<file path="src/pllcfg_pkg.sv">
// Purpose: Constants shared by the loop configuration block
// Assumes: 32-bit register port, byte addresses
// Notes:   Upper half of a masked register write is a per-bit write enable
package pllcfg_pkg;

  // Register byte offsets
  localparam logic [15:0] PLLCFG_DIVIDER_CTRL_OFS  = 16'h0000;
  localparam logic [15:0] PLLCFG_POWER_SEL_OFS     = 16'h0004;
  localparam logic [15:0] PLLCFG_FRAC_POWER_OFS    = 16'h0008;
  localparam logic [15:0] PLLCFG_SPREAD_CTRL_OFS   = 16'h000c;

  // Write mask field
  localparam int PLLCFG_MASK_LSB = 16;

  // Divider register fields
  localparam int PLLCFG_BYPASS_BIT  = 15;
  localparam int PLLCFG_FIRST_OUTPUT_DIVIDER_LSB = 12;
  localparam int PLLCFG_FBDIV_LSB    = 0;

  // Power select register fields
  localparam int PLLCFG_PDSEL_BIT    = 15;
  localparam int PLLCFG_PDREQ_B_BIT  = 14;
  localparam int PLLCFG_PDREQ_A_BIT  = 13;
  localparam int PLLCFG_DSMPD_BIT    = 12;
  localparam int PLLCFG_LOCK_BIT     = 10;
  localparam int PLLCFG_SECOND_OUTPUT_DIVIDER_LSB = 6;
  localparam int PLLCFG_REFDIV_LSB   = 0;

  // Fraction and output power register fields
  localparam int PLLCFG_PHASEPD_BIT  = 27;
  localparam int PLLCFG_VCOPD_BIT    = 26;
  localparam int PLLCFG_POSTPD_BIT   = 25;
  localparam int PLLCFG_DACPD_BIT    = 24;
  localparam int PLLCFG_FRAC_LSB     = 0;

  // Spread register fields
  localparam int PLLCFG_SPREAD_LSB   = 8;
  localparam int PLLCFG_DIVVAL_LSB   = 4;
  localparam int PLLCFG_CENTER_BIT   = 3;
  localparam int PLLCFG_SSRST_BIT    = 2;
  localparam int PLLCFG_SSDIS_BIT    = 1;
  localparam int PLLCFG_SSBP_BIT     = 0;

  // Reset values
  localparam logic [2:0]  PLLCFG_FIRST_OUTPUT_DIVIDER_RST = 3'h3;
  localparam logic [2:0]  PLLCFG_SECOND_OUTPUT_DIVIDER_RST = 3'h1;
  localparam logic [5:0]  PLLCFG_REFDIV_RST   = 6'h01;
  localparam logic        PLLCFG_DSMPD_RST    = 1'h1;
  localparam logic [23:0] PLLCFG_FRAC_RST     = 24'h000001;
  localparam logic [4:0]  PLLCFG_SPREAD_RST   = 5'h00;
  localparam logic [3:0]  PLLCFG_DIVVAL_RST   = 4'h0;
  localparam logic        PLLCFG_SSRST_RST    = 1'h1;
  localparam logic        PLLCFG_SSDIS_RST    = 1'h1;
  localparam logic        PLLCFG_SSBP_RST     = 1'h1;

  // Power-down pulse after a divider change
  localparam int CLK_PERIOD_NS      = 10;
  localparam int CHANGE_PD_NS       = 40;
  localparam int CHANGE_PD_CYCLES   = (CHANGE_PD_NS + CLK_PERIOD_NS - 1) / CLK_PERIOD_NS;

endpackage

</file>
<file path="src/pllcfg_top.sv">
// Purpose: Register bank that drives the static controls of one analog loop
// Assumes: core_clk 100 MHz, synchronous active-high sys_rst, lock pin asynchronous
// Notes:   Read data stands one cycle after the read strobe
//
// Summary of operation
// - Masked writes change only bits with mask set
// - Bypass bit routes reference clock to output
// - First output divider 14:12, reset three
// - Feedback divider used as stored, no plus
// - Select set: only request B powers down
// - Select clear: divider change or request A
// - Two power-down request bits, reset zero
// - Modulator disable bit 12, reset one
// - Second output divider 8:6, reset one
// - Reference divider 5:0, reset one
// - Bit 27 stops phase and multiplied outputs
// - Bit 26 stops buffered oscillator output
// - Bit 25 stops all other outputs
// - Bit 24 stops noise cancellation converter
// - 24-bit fraction, reset one, over 2^24
// - Write-only spread amplitude, tenths of percent
// - Write-only modulation frequency divider, reset zero
// - Spread shape: zero down, one center
// - Modulator held in reset, reset one
// - Module-level modulator bypass, reset one
// - Integration-level modulator bypass, reset one
//
// Chosen here: the strobed register port.
`timescale 1ns/1ps

module pllcfg_top
  import pllcfg_pkg::*;
#(
  parameter logic [11:0] FBDIV_RST = 12'h064
) (
  // Clock and reset
  input  wire logic        core_clk,
  input  wire logic        sys_rst,
  // Register port
  input  wire logic [15:0] reg_addr,
  input  wire logic [31:0] reg_wdata,
  input  wire logic        reg_wr,
  input  wire logic        reg_rd,
  output logic      [31:0] reg_rdata,
  // Loop status
  input  wire logic        loop_lock_raw,
  // Loop divider controls
  output logic             loop_bypass,
  output logic      [2:0]  first_output_divider,
  output logic      [11:0] feedback_divider,
  output logic      [2:0]  second_output_divider,
  output logic      [5:0]  reference_divider,
  output logic      [23:0] fraction_divider,
  // Loop power controls
  output logic             loop_powerdown,
  output logic             dsm_disable,
  output logic             phase_outputs_off,
  output logic             vco_out_off,
  output logic             post_outputs_off,
  output logic             dac_off,
  // Spread modulator controls
  output logic      [4:0]  spread_amplitude,
  output logic      [3:0]  spread_freq_divider,
  output logic             spread_center,
  output logic             spread_reset,
  output logic             spread_module_bypass,
  output logic             spread_integration_bypass
);

  localparam logic [3:0] PD_CNT_LOAD = 4'(CHANGE_PD_CYCLES);

  logic        bypass_q;
  logic [2:0]  first_output_divider_q;
  logic [11:0] fbdiv_q;
  logic        pdsel_q;
  logic        powerdown_request_b_q;
  logic        powerdown_request_a_q;
  logic        dsmpd_q;
  logic [2:0]  second_output_divider_q;
  logic [5:0]  refdiv_q;
  logic        phasepd_q;
  logic        vcopd_q;
  logic        postpd_q;
  logic        dacpd_q;
  logic [23:0] frac_q;
  logic [4:0]  spread_q;
  logic [3:0]  divval_q;
  logic        center_q;
  logic        ssrst_q;
  logic        ssdis_q;
  logic        ssbp_q;
  logic        lock_meta_q;
  logic        lock_q;
  logic [3:0]  pd_cnt_q;
  logic        pd_q;
  logic [31:0] rdata_q;
  logic        wr_div;
  logic        wr_pwr;
  logic        wr_frac;
  logic        wr_spr;
  logic [15:0] mask;
  logic [15:0] data;
  logic        div_change;
  logic        pd_d;

  // Upper half enables the matching lower bit
  function automatic logic [15:0] apply_mask(input logic [15:0] old_v, input logic [15:0] new_v,
                                             input logic [15:0] msk);
    apply_mask = (old_v & ~msk) | (new_v & msk);
  endfunction

  assign wr_div  = reg_wr && (reg_addr == PLLCFG_DIVIDER_CTRL_OFS);
  assign wr_pwr  = reg_wr && (reg_addr == PLLCFG_POWER_SEL_OFS);
  assign wr_frac = reg_wr && (reg_addr == PLLCFG_FRAC_POWER_OFS);
  assign wr_spr  = reg_wr && (reg_addr == PLLCFG_SPREAD_CTRL_OFS);
  assign mask    = reg_wdata[31:PLLCFG_MASK_LSB];
  assign data    = reg_wdata[15:0];

  // Divider register
  always_ff @(posedge core_clk) begin
    logic [15:0] nv;
    nv = apply_mask({bypass_q, first_output_divider_q, fbdiv_q}, data, mask);
    if (sys_rst) begin
      bypass_q   <= 1'b0;
      first_output_divider_q <= PLLCFG_FIRST_OUTPUT_DIVIDER_RST;
      fbdiv_q    <= FBDIV_RST;
    end else if (wr_div) begin
      bypass_q   <= nv[PLLCFG_BYPASS_BIT];
      first_output_divider_q <= nv[PLLCFG_FIRST_OUTPUT_DIVIDER_LSB +: 3];
      fbdiv_q    <= nv[PLLCFG_FBDIV_LSB +: 12];
    end
  end

  // Power select register; bits 11..9 are not stored
  always_ff @(posedge core_clk) begin
    logic [15:0] nv;
    nv = apply_mask({pdsel_q, powerdown_request_b_q, powerdown_request_a_q, dsmpd_q, 3'h0,
                     second_output_divider_q, refdiv_q}, data, mask);
    if (sys_rst) begin
      pdsel_q               <= 1'b0;
      powerdown_request_b_q <= 1'b0;
      powerdown_request_a_q <= 1'b0;
      dsmpd_q               <= PLLCFG_DSMPD_RST;
      second_output_divider_q            <= PLLCFG_SECOND_OUTPUT_DIVIDER_RST;
      refdiv_q              <= PLLCFG_REFDIV_RST;
    end else if (wr_pwr) begin
      pdsel_q               <= nv[PLLCFG_PDSEL_BIT];
      powerdown_request_b_q <= nv[PLLCFG_PDREQ_B_BIT];
      powerdown_request_a_q <= nv[PLLCFG_PDREQ_A_BIT];
      dsmpd_q               <= nv[PLLCFG_DSMPD_BIT];
      second_output_divider_q            <= nv[PLLCFG_SECOND_OUTPUT_DIVIDER_LSB +: 3];
      refdiv_q              <= nv[PLLCFG_REFDIV_LSB +: 6];
    end
  end

  // Fraction and output power register carries no write mask
  always_ff @(posedge core_clk) begin
    if (sys_rst) begin
      phasepd_q <= 1'b0;
      vcopd_q   <= 1'b0;
      postpd_q  <= 1'b0;
      dacpd_q   <= 1'b0;
      frac_q    <= PLLCFG_FRAC_RST;
    end else if (wr_frac) begin
      phasepd_q <= reg_wdata[PLLCFG_PHASEPD_BIT];
      vcopd_q   <= reg_wdata[PLLCFG_VCOPD_BIT];
      postpd_q  <= reg_wdata[PLLCFG_POSTPD_BIT];
      dacpd_q   <= reg_wdata[PLLCFG_DACPD_BIT];
      frac_q    <= reg_wdata[PLLCFG_FRAC_LSB +: 24];
    end
  end

  // Spread register, write-only
  always_ff @(posedge core_clk) begin
    logic [15:0] nv;
    nv = apply_mask({3'h0, spread_q, divval_q, center_q, ssrst_q, ssdis_q, ssbp_q},
                    data, mask);
    if (sys_rst) begin
      spread_q <= PLLCFG_SPREAD_RST;
      divval_q <= PLLCFG_DIVVAL_RST;
      center_q <= 1'b0;
      ssrst_q  <= PLLCFG_SSRST_RST;
      ssdis_q  <= PLLCFG_SSDIS_RST;
      ssbp_q   <= PLLCFG_SSBP_RST;
    end else if (wr_spr) begin
      spread_q <= nv[PLLCFG_SPREAD_LSB +: 5];
      divval_q <= nv[PLLCFG_DIVVAL_LSB +: 4];
      center_q <= nv[PLLCFG_CENTER_BIT];
      ssrst_q  <= nv[PLLCFG_SSRST_BIT];
      ssdis_q  <= nv[PLLCFG_SSDIS_BIT];
      ssbp_q   <= nv[PLLCFG_SSBP_BIT];
    end
  end

  // Lock pin synchroniser
  always_ff @(posedge core_clk) begin
    if (sys_rst) begin
      lock_meta_q <= 1'b0;
      lock_q      <= 1'b0;
    end else begin
      lock_meta_q <= loop_lock_raw;
      lock_q      <= lock_meta_q;
    end
  end

  // A write that alters reference, feedback or fraction divider
  always_comb begin
    logic [15:0] nd;
    logic [15:0] np;
    nd = apply_mask({bypass_q, first_output_divider_q, fbdiv_q}, data, mask);
    np = apply_mask({10'h000, refdiv_q}, data, mask);
    div_change = (wr_div && (nd[11:0] != fbdiv_q))
              || (wr_pwr && (np[5:0] != refdiv_q))
              || (wr_frac && (reg_wdata[23:0] != frac_q));
  end

  // Power-down pulse stretcher for divider changes
  always_ff @(posedge core_clk) begin
    if (sys_rst) begin
      pd_cnt_q <= 4'h0;
    end else if (div_change) begin
      pd_cnt_q <= PD_CNT_LOAD;
    end else if (pd_cnt_q != 4'h0) begin
      pd_cnt_q <= pd_cnt_q - 4'h1;
    end
  end

  // Power-down source selection
  always_comb begin
    if (pdsel_q) begin
      pd_d = powerdown_request_b_q;
    end else begin
      pd_d = powerdown_request_a_q || (pd_cnt_q != 4'h0) || div_change;
    end
  end

  always_ff @(posedge core_clk) begin
    if (sys_rst) begin
      pd_q <= 1'b0;
    end else begin
      pd_q <= pd_d;
    end
  end

  // Read data; write-only, mask and reserved bits read zero
  always_ff @(posedge core_clk) begin
    if (sys_rst) begin
      rdata_q <= 32'h0000_0000;
    end else if (reg_rd) begin
      case (reg_addr)
        PLLCFG_DIVIDER_CTRL_OFS: rdata_q <= {16'h0000, bypass_q, first_output_divider_q, fbdiv_q};
        PLLCFG_POWER_SEL_OFS:    rdata_q <= {16'h0000, pdsel_q, powerdown_request_b_q,
                                             powerdown_request_a_q, dsmpd_q, 1'b0, lock_q,
                                             1'b0, second_output_divider_q, refdiv_q};
        PLLCFG_FRAC_POWER_OFS:   rdata_q <= {4'h0, phasepd_q, vcopd_q, postpd_q, dacpd_q,
                                             frac_q};
        default:                 rdata_q <= 32'h0000_0000;
      endcase
    end else begin
      rdata_q <= 32'h0000_0000;
    end
  end

  assign reg_rdata                 = rdata_q;
  assign loop_bypass               = bypass_q;
  assign first_output_divider      = first_output_divider_q;
  assign feedback_divider          = fbdiv_q;
  assign second_output_divider     = second_output_divider_q;
  assign reference_divider         = refdiv_q;
  assign fraction_divider          = frac_q;
  assign loop_powerdown            = pd_q;
  assign dsm_disable               = dsmpd_q;
  assign phase_outputs_off         = phasepd_q;
  assign vco_out_off               = vcopd_q;
  assign post_outputs_off          = postpd_q;
  assign dac_off                   = dacpd_q;
  assign spread_amplitude          = spread_q;
  assign spread_freq_divider       = divval_q;
  assign spread_center             = center_q;
  assign spread_reset              = ssrst_q;
  assign spread_module_bypass      = ssdis_q;
  assign spread_integration_bypass = ssbp_q;
endmodule

</file>
<file path="config.mk">
export PLATFORM = sky130hd
export DESIGN_NAME = pllcfg_top
export DESIGN_NICKNAME = d
export VERILOG_FILES = /design/src/pllcfg_pkg.sv /design/src/pllcfg_top.sv
export SDC_FILE = /design/constraint.sdc
export NUM_CORES = 1
export LEC_CHECK = 0
export BUFFER_PORTS_ARGS = -buffer_cell sky130_fd_sc_hd__buf_4
export CAP_MARGIN = 30
export CORE_MARGIN = 4
export CORE_UTILIZATION = 45
export DETAILED_ROUTE_END_ITERATION = 10
export PLACE_DENSITY = 0.83
export SLEW_MARGIN = 30
export SYNTH_ARGS = -nofsm -noshare
export SYNTH_HDL_FRONTEND = slang
export SYNTH_SLANG_ARGS = --single-unit
</file>
<file path="constraint.sdc">
create_clock -name core_clk -period 1.95 [get_ports core_clk]
set_clock_uncertainty 0.15 [all_clocks]
set_input_delay 0.39 -clock core_clk [delete_from_list [all_inputs] [get_ports core_clk]]
set_output_delay 0.39 -clock core_clk [all_outputs]
set_load 0.01 [all_outputs]
</file>
==> flow_metrics.py, run 1 <==
metrics = {
    "yosys": {
        "syn_inst": 487,
        "ys_async_sr_fraction_pct": 0,
        "yosysWarnings": 0,
        "synth_top_family_by_area": "simple AND/OR/NAND/NOR gates",
        "synth_area_mm2": 0.004578,
        "synth-simple-area-share_pct": 19.21,
        "ys_types": 42,
        "ys_ff_latch": 105,
        "synth-compound-area-share_pct": 11.64,
        "synth_area_leader_cell": "dfxtp_1",
        "synth_edf_count": 0,
        "synth-xor-area-share_pct": 8.226,
        "syn_avg_cell_area_um2": 9.401,
        "synth_fa_ha_area_share_pct": 0.2733,
        "synth_area_leaders": "dfxtp_1, mux2i_1, nor2_1, xor2_1, nand2_1",
        "muxShareOfSynthArea_pct": 9.647,
        "synth_top_area_share_pct": 45.91,
        "synth_flop_cell": "dfxtp_1",
        "synth_seq_area_share_pct": 45.91,
    },
    "setup_path": {
        "crit_family": "simple AND/OR/NAND/NOR gates",
        "crit_slowest_cell": "dfxtp_2",
        "critPathCaptureType": "register",
        "cp_max_fo": 4,
        "cp.required_ns": 2.07,
        "path_class": "reg2reg",
        "path_cells": "xnor2_1 > nand4_1 > nor4_1 > nand3_1 > a22o_1 > nor4_2",
        "crit_path_start_kind": "register",
        "cp.buffers_inverters": 0,
        "slowest_delay_ns": 0.35,
        "cp.arrival_ns": 2.08,
    },
    "detailed_routing": {
        "drt_iter0_drc": 402,
        "remaining_drc_errors": 0,
        "wl_per_cell_um": 17.93,
        "ant_nets": 0,
        "drt_wl_total_um": 14930,
        "vias_per_cell": 5.436,
        "dr.pass1.iters": 6,
        "vias": 4528,
    },
    "cts": {
        "clock_latency_ns": 0.37,
        "numCtsBuffers": 9,
        "clk_path_buf_depth": 2,
        "cts_root_buffer": "clkbuf_8",
        "cts_setup_buffers": 0,
        "cts_tree": "done",
        "clock_sinks": 105,
        "cts.clk_slew.worst_paths_ns": 0.10,
        "htreeDepth": 3,
    },
    "timing": {
        "layout_worst_path_cycle_share_pct": 100.4,
        "slew_headroom_pct": 66.00,
        "finalHoldViolCount": 0,
        "setup-violations-final": 3,
        "finalMaxSlewViolations": 0,
        "worstMarginPinSlew_ns": 0.5089,
        "tns_ns": -0.01142,
        "max_freq_ghz": 0.5107,
        "holdWs_ns": 0.09052,
        "fin_ws_ns": -0.007963,
        "period_needed_ns": 1.958,
    },
    "flow_run": {
        "cap_violations": 0,
    },
    "layout": {
        "final_cells": 833,
        "nets": 750,
        "diodes": 0,
        "fin_util_pct": 69.38,
        "drive_gt1_share_pct": 40.71,
        "fin_area_mm2": 0.006813,
        "syn_to_final_growth_pct": 48.81,
        "fillers": 712,
    },
    "grt": {
        "grt_usage_pct": 24.57,
        "grt_pass1_vias": 4452,
        "antenna_found_initial": 0,
        "overflow": 0,
        "grt_max_degree": 37,
        "grt_pass1_wl_um": 22580,
    },
    "placement": {
        "dpl_cell_area_mm2": 0.006491,
        "gp_congestion": 0.9130,
        "dp_hpwl_um": 11340,
        "dpl.cell_count": 818,
        "place.port_buffers": 148,
        "post-place-ws_ns": -0.2856,
    },
    "die": {
        "initial_core_util_pct": 46.62,
        "core-area_mm2": 0.009819,
        "die_h_um": 108.9,
        "ios": 153,
        "die_area_mm2": 0.01185,
        "die_w_um": 108.9,
        "row_count": 36,
    },
    "power": {
        "clkPwrFrac_pct": 34.3,
        "swShare_pct": 24.87,
        "internal-power_mw": 3.164,
        "seq_power_share_pct": 52.6,
        "p_comb_share_pct": 13.1,
        "p_switching_mw": 1.047,
        "total_power_mw": 4.211,
        "cellPowerDensity_mw_per_mm2": 618.1,
        "p_leak_nw": 3.004,
        "peakVddDrop_v": 0.0003948,
    },
    "status": {
        "violations": "negative setup slack",
        "status": "complete, but fails checks",
    },
    "hold_path": {
        "hold_path.class": "in2reg",
    },
}
cells by family after synthesis:
logic type | count (synthesis)
simple gates | 177
flops | 105
compound gates | 68
buf+inv | 48
mux | 44
xor+xnor | 43
fa+ha+maj | 1
other cells | 1
routing by layer:
layer | part of all wire (%) | GRT usage [%]
met3 | 8.3 | 5.388
met5 | 0 | 0
met1 | 39 | 30.14
met2 | 51 | 42.28
met4 | 2.1 | 8.837
Yosys cell counts, types with 3 or more instances:
master and number:
dfxtp_1 105, nor2_1 62, nand2_1 52, mux2i_1 43, clkbuf_1 27, xor2_1 26, a21oi_1 18, xnor2_1 17
nand3_1 16, a222oi_1 14, and2_1 12, a22oi_1 11, buf_2 9, a311o_1 8, a21boi_0 7, buf_4 6
nor4_1 6, nand4_1 5, a211o_1 4, inv_1 4, nor2b_1 4, and3_1 3, nor3_1 3, nor4_2 3
power groups by stage:
| stage | clock [mW] | sequential [mW] | combinational, mW |
|---|---|---|---|
| 6_report | 1.44 | 2.22 | 0.551 |
| 5_1_grt | 1.55 | 2.22 | 0.595 |
| 4_1_cts | 1.46 | 2.21 | 0.519 |
| 3_5_place_dp | 0 | 2.26 | 0.511 |
| 3_3_place_gp | 0 | 2.26 | 0.483 |
| 2_1_floorplan | 0 | 2.26 | 0.276 |
final timing paths:
kind,start,slack [ns],to,cells past startpoint
setup reg to reg,fraction_divider[6]$_SDFFE_PP0P_,-0.008,pd_cnt_q[1]$_SDFFE_PP0P_,6
hold reg to reg,lock_meta_q$_SDFF_PP0_,0.31,lock_q$_SDFF_PP0_,1
hold / removal,loop_lock_raw,0.09,lock_meta_q$_SDFF_PP0_,2
setup / recovery,fraction_divider[6]$_SDFFE_PP0P_,-0.008,pd_cnt_q[1]$_SDFFE_PP0P_,6
cell usage in the layout (no fill, tap or decap), drive strengths merged, types with 4 or more instances in the layout:
cell    netlist  final
nor2b         4      4
a21oi        18     18
xor2         26     26
inv           4      4
a211o         4      4
nor4          9      9
conb          1      4
a21boi        8      8
clkbuf       27     10
nand3        16     16
nor2         62     62
a22oi        11     11
and2         12     12
buf          17    239
dfxtp       105    105
nand2        52     52
a222oi       14     14
xnor2        17     17
a311o         8      8
nand4         6      6
mux2i        43     43
nor3          7      7
repair_timing:
item,CTS,global route
gates resized for setup,6,13
hold buffers,0,0
pin swaps,1,5
endpoints found under the setup margin,5,5
cell type report:
class                   instances  area, µm²  share of cell area (%)
well taps                     133      166.4                   2.443
multi-input cells             337       2409                   35.35
repair buffers                239       1907                   27.99
inverters                       4      15.01                  0.2204
clock buffers                  10      127.6                   1.873
flip-flops and latches        105       2107                   30.93
clock inverters                 5      81.33                   1.194
Note: power is estimated with default switching activity, not from simulation.
==> run 2, diff against run 1 <==
Settings changed: REMOVE_ABC_BUFFERS from default to 1.
==> run 2 against run 1 <==
  * The run still ends with negative setup slack left
  * Largest cell class unchanged
  * Worst hold slack worse by 0.017 ns
  * First-iteration DRC count is 17% lower
  * Largest power group unchanged
  * Setup slack worse by 0.18 ns
==> flow_metrics.py, run 2 (synthesis gave the netlist of run 1 again) <==
metrics = {
    "placement": {
        "dpl.cell_count": 809,
        "dpl_cell_area_mm2": 0.006372,
        "dp_hpwl_um": 10850,
        "post-place-ws_ns": -0.4020,
        "gp_congestion": 0.8646,
        "place.port_buffers": 148,
    },
    "grt": {
        "grt_usage_pct": 24.17,
        "grt_max_degree": 54,
        "overflow": 0,
        "grt_pass1_wl_um": 22190,
        "antenna_found_initial": 0,
        "grt_pass1_vias": 4342,
    },
    "layout": {
        "layout_commonest_cell": "buf_4",
        "fin_area_mm2": 0.006739,
        "final_cells": 826,
        "diodes": 0,
        "nets": 742,
        "final_cell_mix": "buf_4, dfxtp_1, nor2_1",
        "syn_to_final_growth_pct": 47.20,
        "drive_gt1_share_pct": 40.98,
    },
    "timing": {
        "layout_worst_path_cycle_share_pct": 109.9,
        "worstMarginPinSlew_ns": 0.5572,
        "finalMaxSlewViolations": 0,
        "max_freq_ghz": 0.4668,
        "setup-violations-final": 4,
        "period_needed_ns": 2.142,
        "slew_headroom_pct": 62.77,
        "rsz0062_at_grt": "true",
        "finalHoldViolCount": 0,
        "fin_ws_ns": -0.1924,
    },
    "setup_path": {
        "startpoint": "fraction_divider[17]$_SDFFE_PP0P_",
        "path_class": "reg2reg",
        "reg2reg_from": "fraction_divider[17]$_SDFFE_PP0P_",
        "path_cells": "xnor2_2 > nand4_1 > nor4_2 > nand3_1 > a22o_1 > nor4_2",
        "crit_path_frequent_cell": "nor4_2",
        "cp_max_fo": 3,
        "crit_path_start_kind": "register",
        "critPathCaptureType": "register",
        "slowest_delay_ns": 0.37,
        "crit_slowest_cell": "dfxtp_2",
        "cp.arrival_ns": 2.26,
        "crit_family": "simple AND/OR/NAND/NOR gates",
        "cp.buffers_inverters": 0,
        "cp.required_ns": 2.07,
    },
    "die": {
        "die_area_mm2": 0.01185,
        "ios": 153,
        "die_h_um": 108.9,
        "die_w_um": 108.9,
        "core-area_mm2": 0.009819,
        "row_count": 36,
        "initial_core_util_pct": 46.62,
    },
    "hold_path": {
        "min_from": "loop_lock_raw",
        "hold_path.class": "in2reg",
    },
    "detailed_routing": {
        "ant_nets": 0,
        "drt_iter0_drc": 333,
        "wl_per_cell_um": 17.62,
        "drt_wl_total_um": 14560,
        "remaining_drc_errors": 0,
        "vias": 4516,
        "vias_per_cell": 5.467,
        "dr.pass1.iters": 5,
    },
    "cts": {
        "cts_tree": "done",
        "clock_sinks": 105,
        "cts.clk_slew.worst_paths_ns": 0.11,
        "clock_latency_ns": 0.39,
        "ctsHoldBuffers": 0,
        "htreeDepth": 3,
        "clk_path_buf_depth": 2,
        "numCtsBuffers": 9,
        "cts_root_buffer": "clkbuf_8",
    },
    "power": {
        "peakVddDrop_v": 0.0004117,
        "cellPowerDensity_mw_per_mm2": 611.9,
        "total_power_mw": 4.123,
        "p_leak_nw": 2.956,
    },
    "status": {
        "status": "complete, but fails checks",
        "violations": "negative setup slack",
    },
    "flow_run": {
        "cap_violations": 0,
    },
}
==> run 2: report_power, final <==
group | leakage, nW | total [mW] | internal [mW] | switching [mW]
Combinational | 2.01 | 0.560 | 0.262 | 0.298
Clock | 0.0995 | 1.35 | 0.503 | 0.846
Sequential | 0.851 | 2.21 | 2.18 | 0.0304
Total | 2.96 | 4.12 | 2.95 | 1.17
==> run 2: repair_timing <==
action / CTS / global route
setup buffers: 0 / 1
setup endpoints to repair: 9 / 36
resized for setup: 5 / 26
pin swaps: 8 / 16
==> run 2: area by class of cell <==
type                            instances  area [µm²]
Clock buffer                            9       123.9
Clock inverter                          7       71.32
Fill cell                             746        3080
Inverter                                4       15.01
Multi-Input combinational cell        337        2422
Sequential cell                       105        2115
Tap cell                              133       166.4
Timing Repair Buffer                  231        1826
==> run 2: final timing paths <==
kind | end | slack, ns | depth (start not counted)
hold reg to reg | lock_q$_SDFF_PP0_ | 0.31 | 1
setup / recovery | pd_cnt_q[3]$_SDFFE_PP0P_ | -0.19 | 6
hold / removal | lock_meta_q$_SDFF_PP0_ | 0.07 | 2
setup reg to reg | pd_cnt_q[3]$_SDFFE_PP0P_ | -0.19 | 6
==> run 2: per-stage QoR <==
stage | hold WS [ns] | util [%] | setup TNS (ns)
floorplan | 0.2638 | - | -51.24
global placement | 0.2869 | 64.90 | -24.45
detailed placement | 0.2864 | 64.90 | -27.79
CTS | 0.06495 | 67.20 | 0
global route | 0.1079 | 68.63 | -0.7281
finish | 0.07346 | 68.63 | -0.3705
==> run 2: layer usage <==
| layer | GRT usage, % | up-vias | part of all wire [%] |
|---|---|---|---|
| li1 | - | 2094 | - |
| met1 | 30.43 | 2171 | 40 |
| met2 | 40.48 | 220 | 49 |
| met3 | 5.506 | 31 | 7.8 |
| met4 | 8.656 | 0 | 2.3 |
| met5 | 0 | - | 0 |
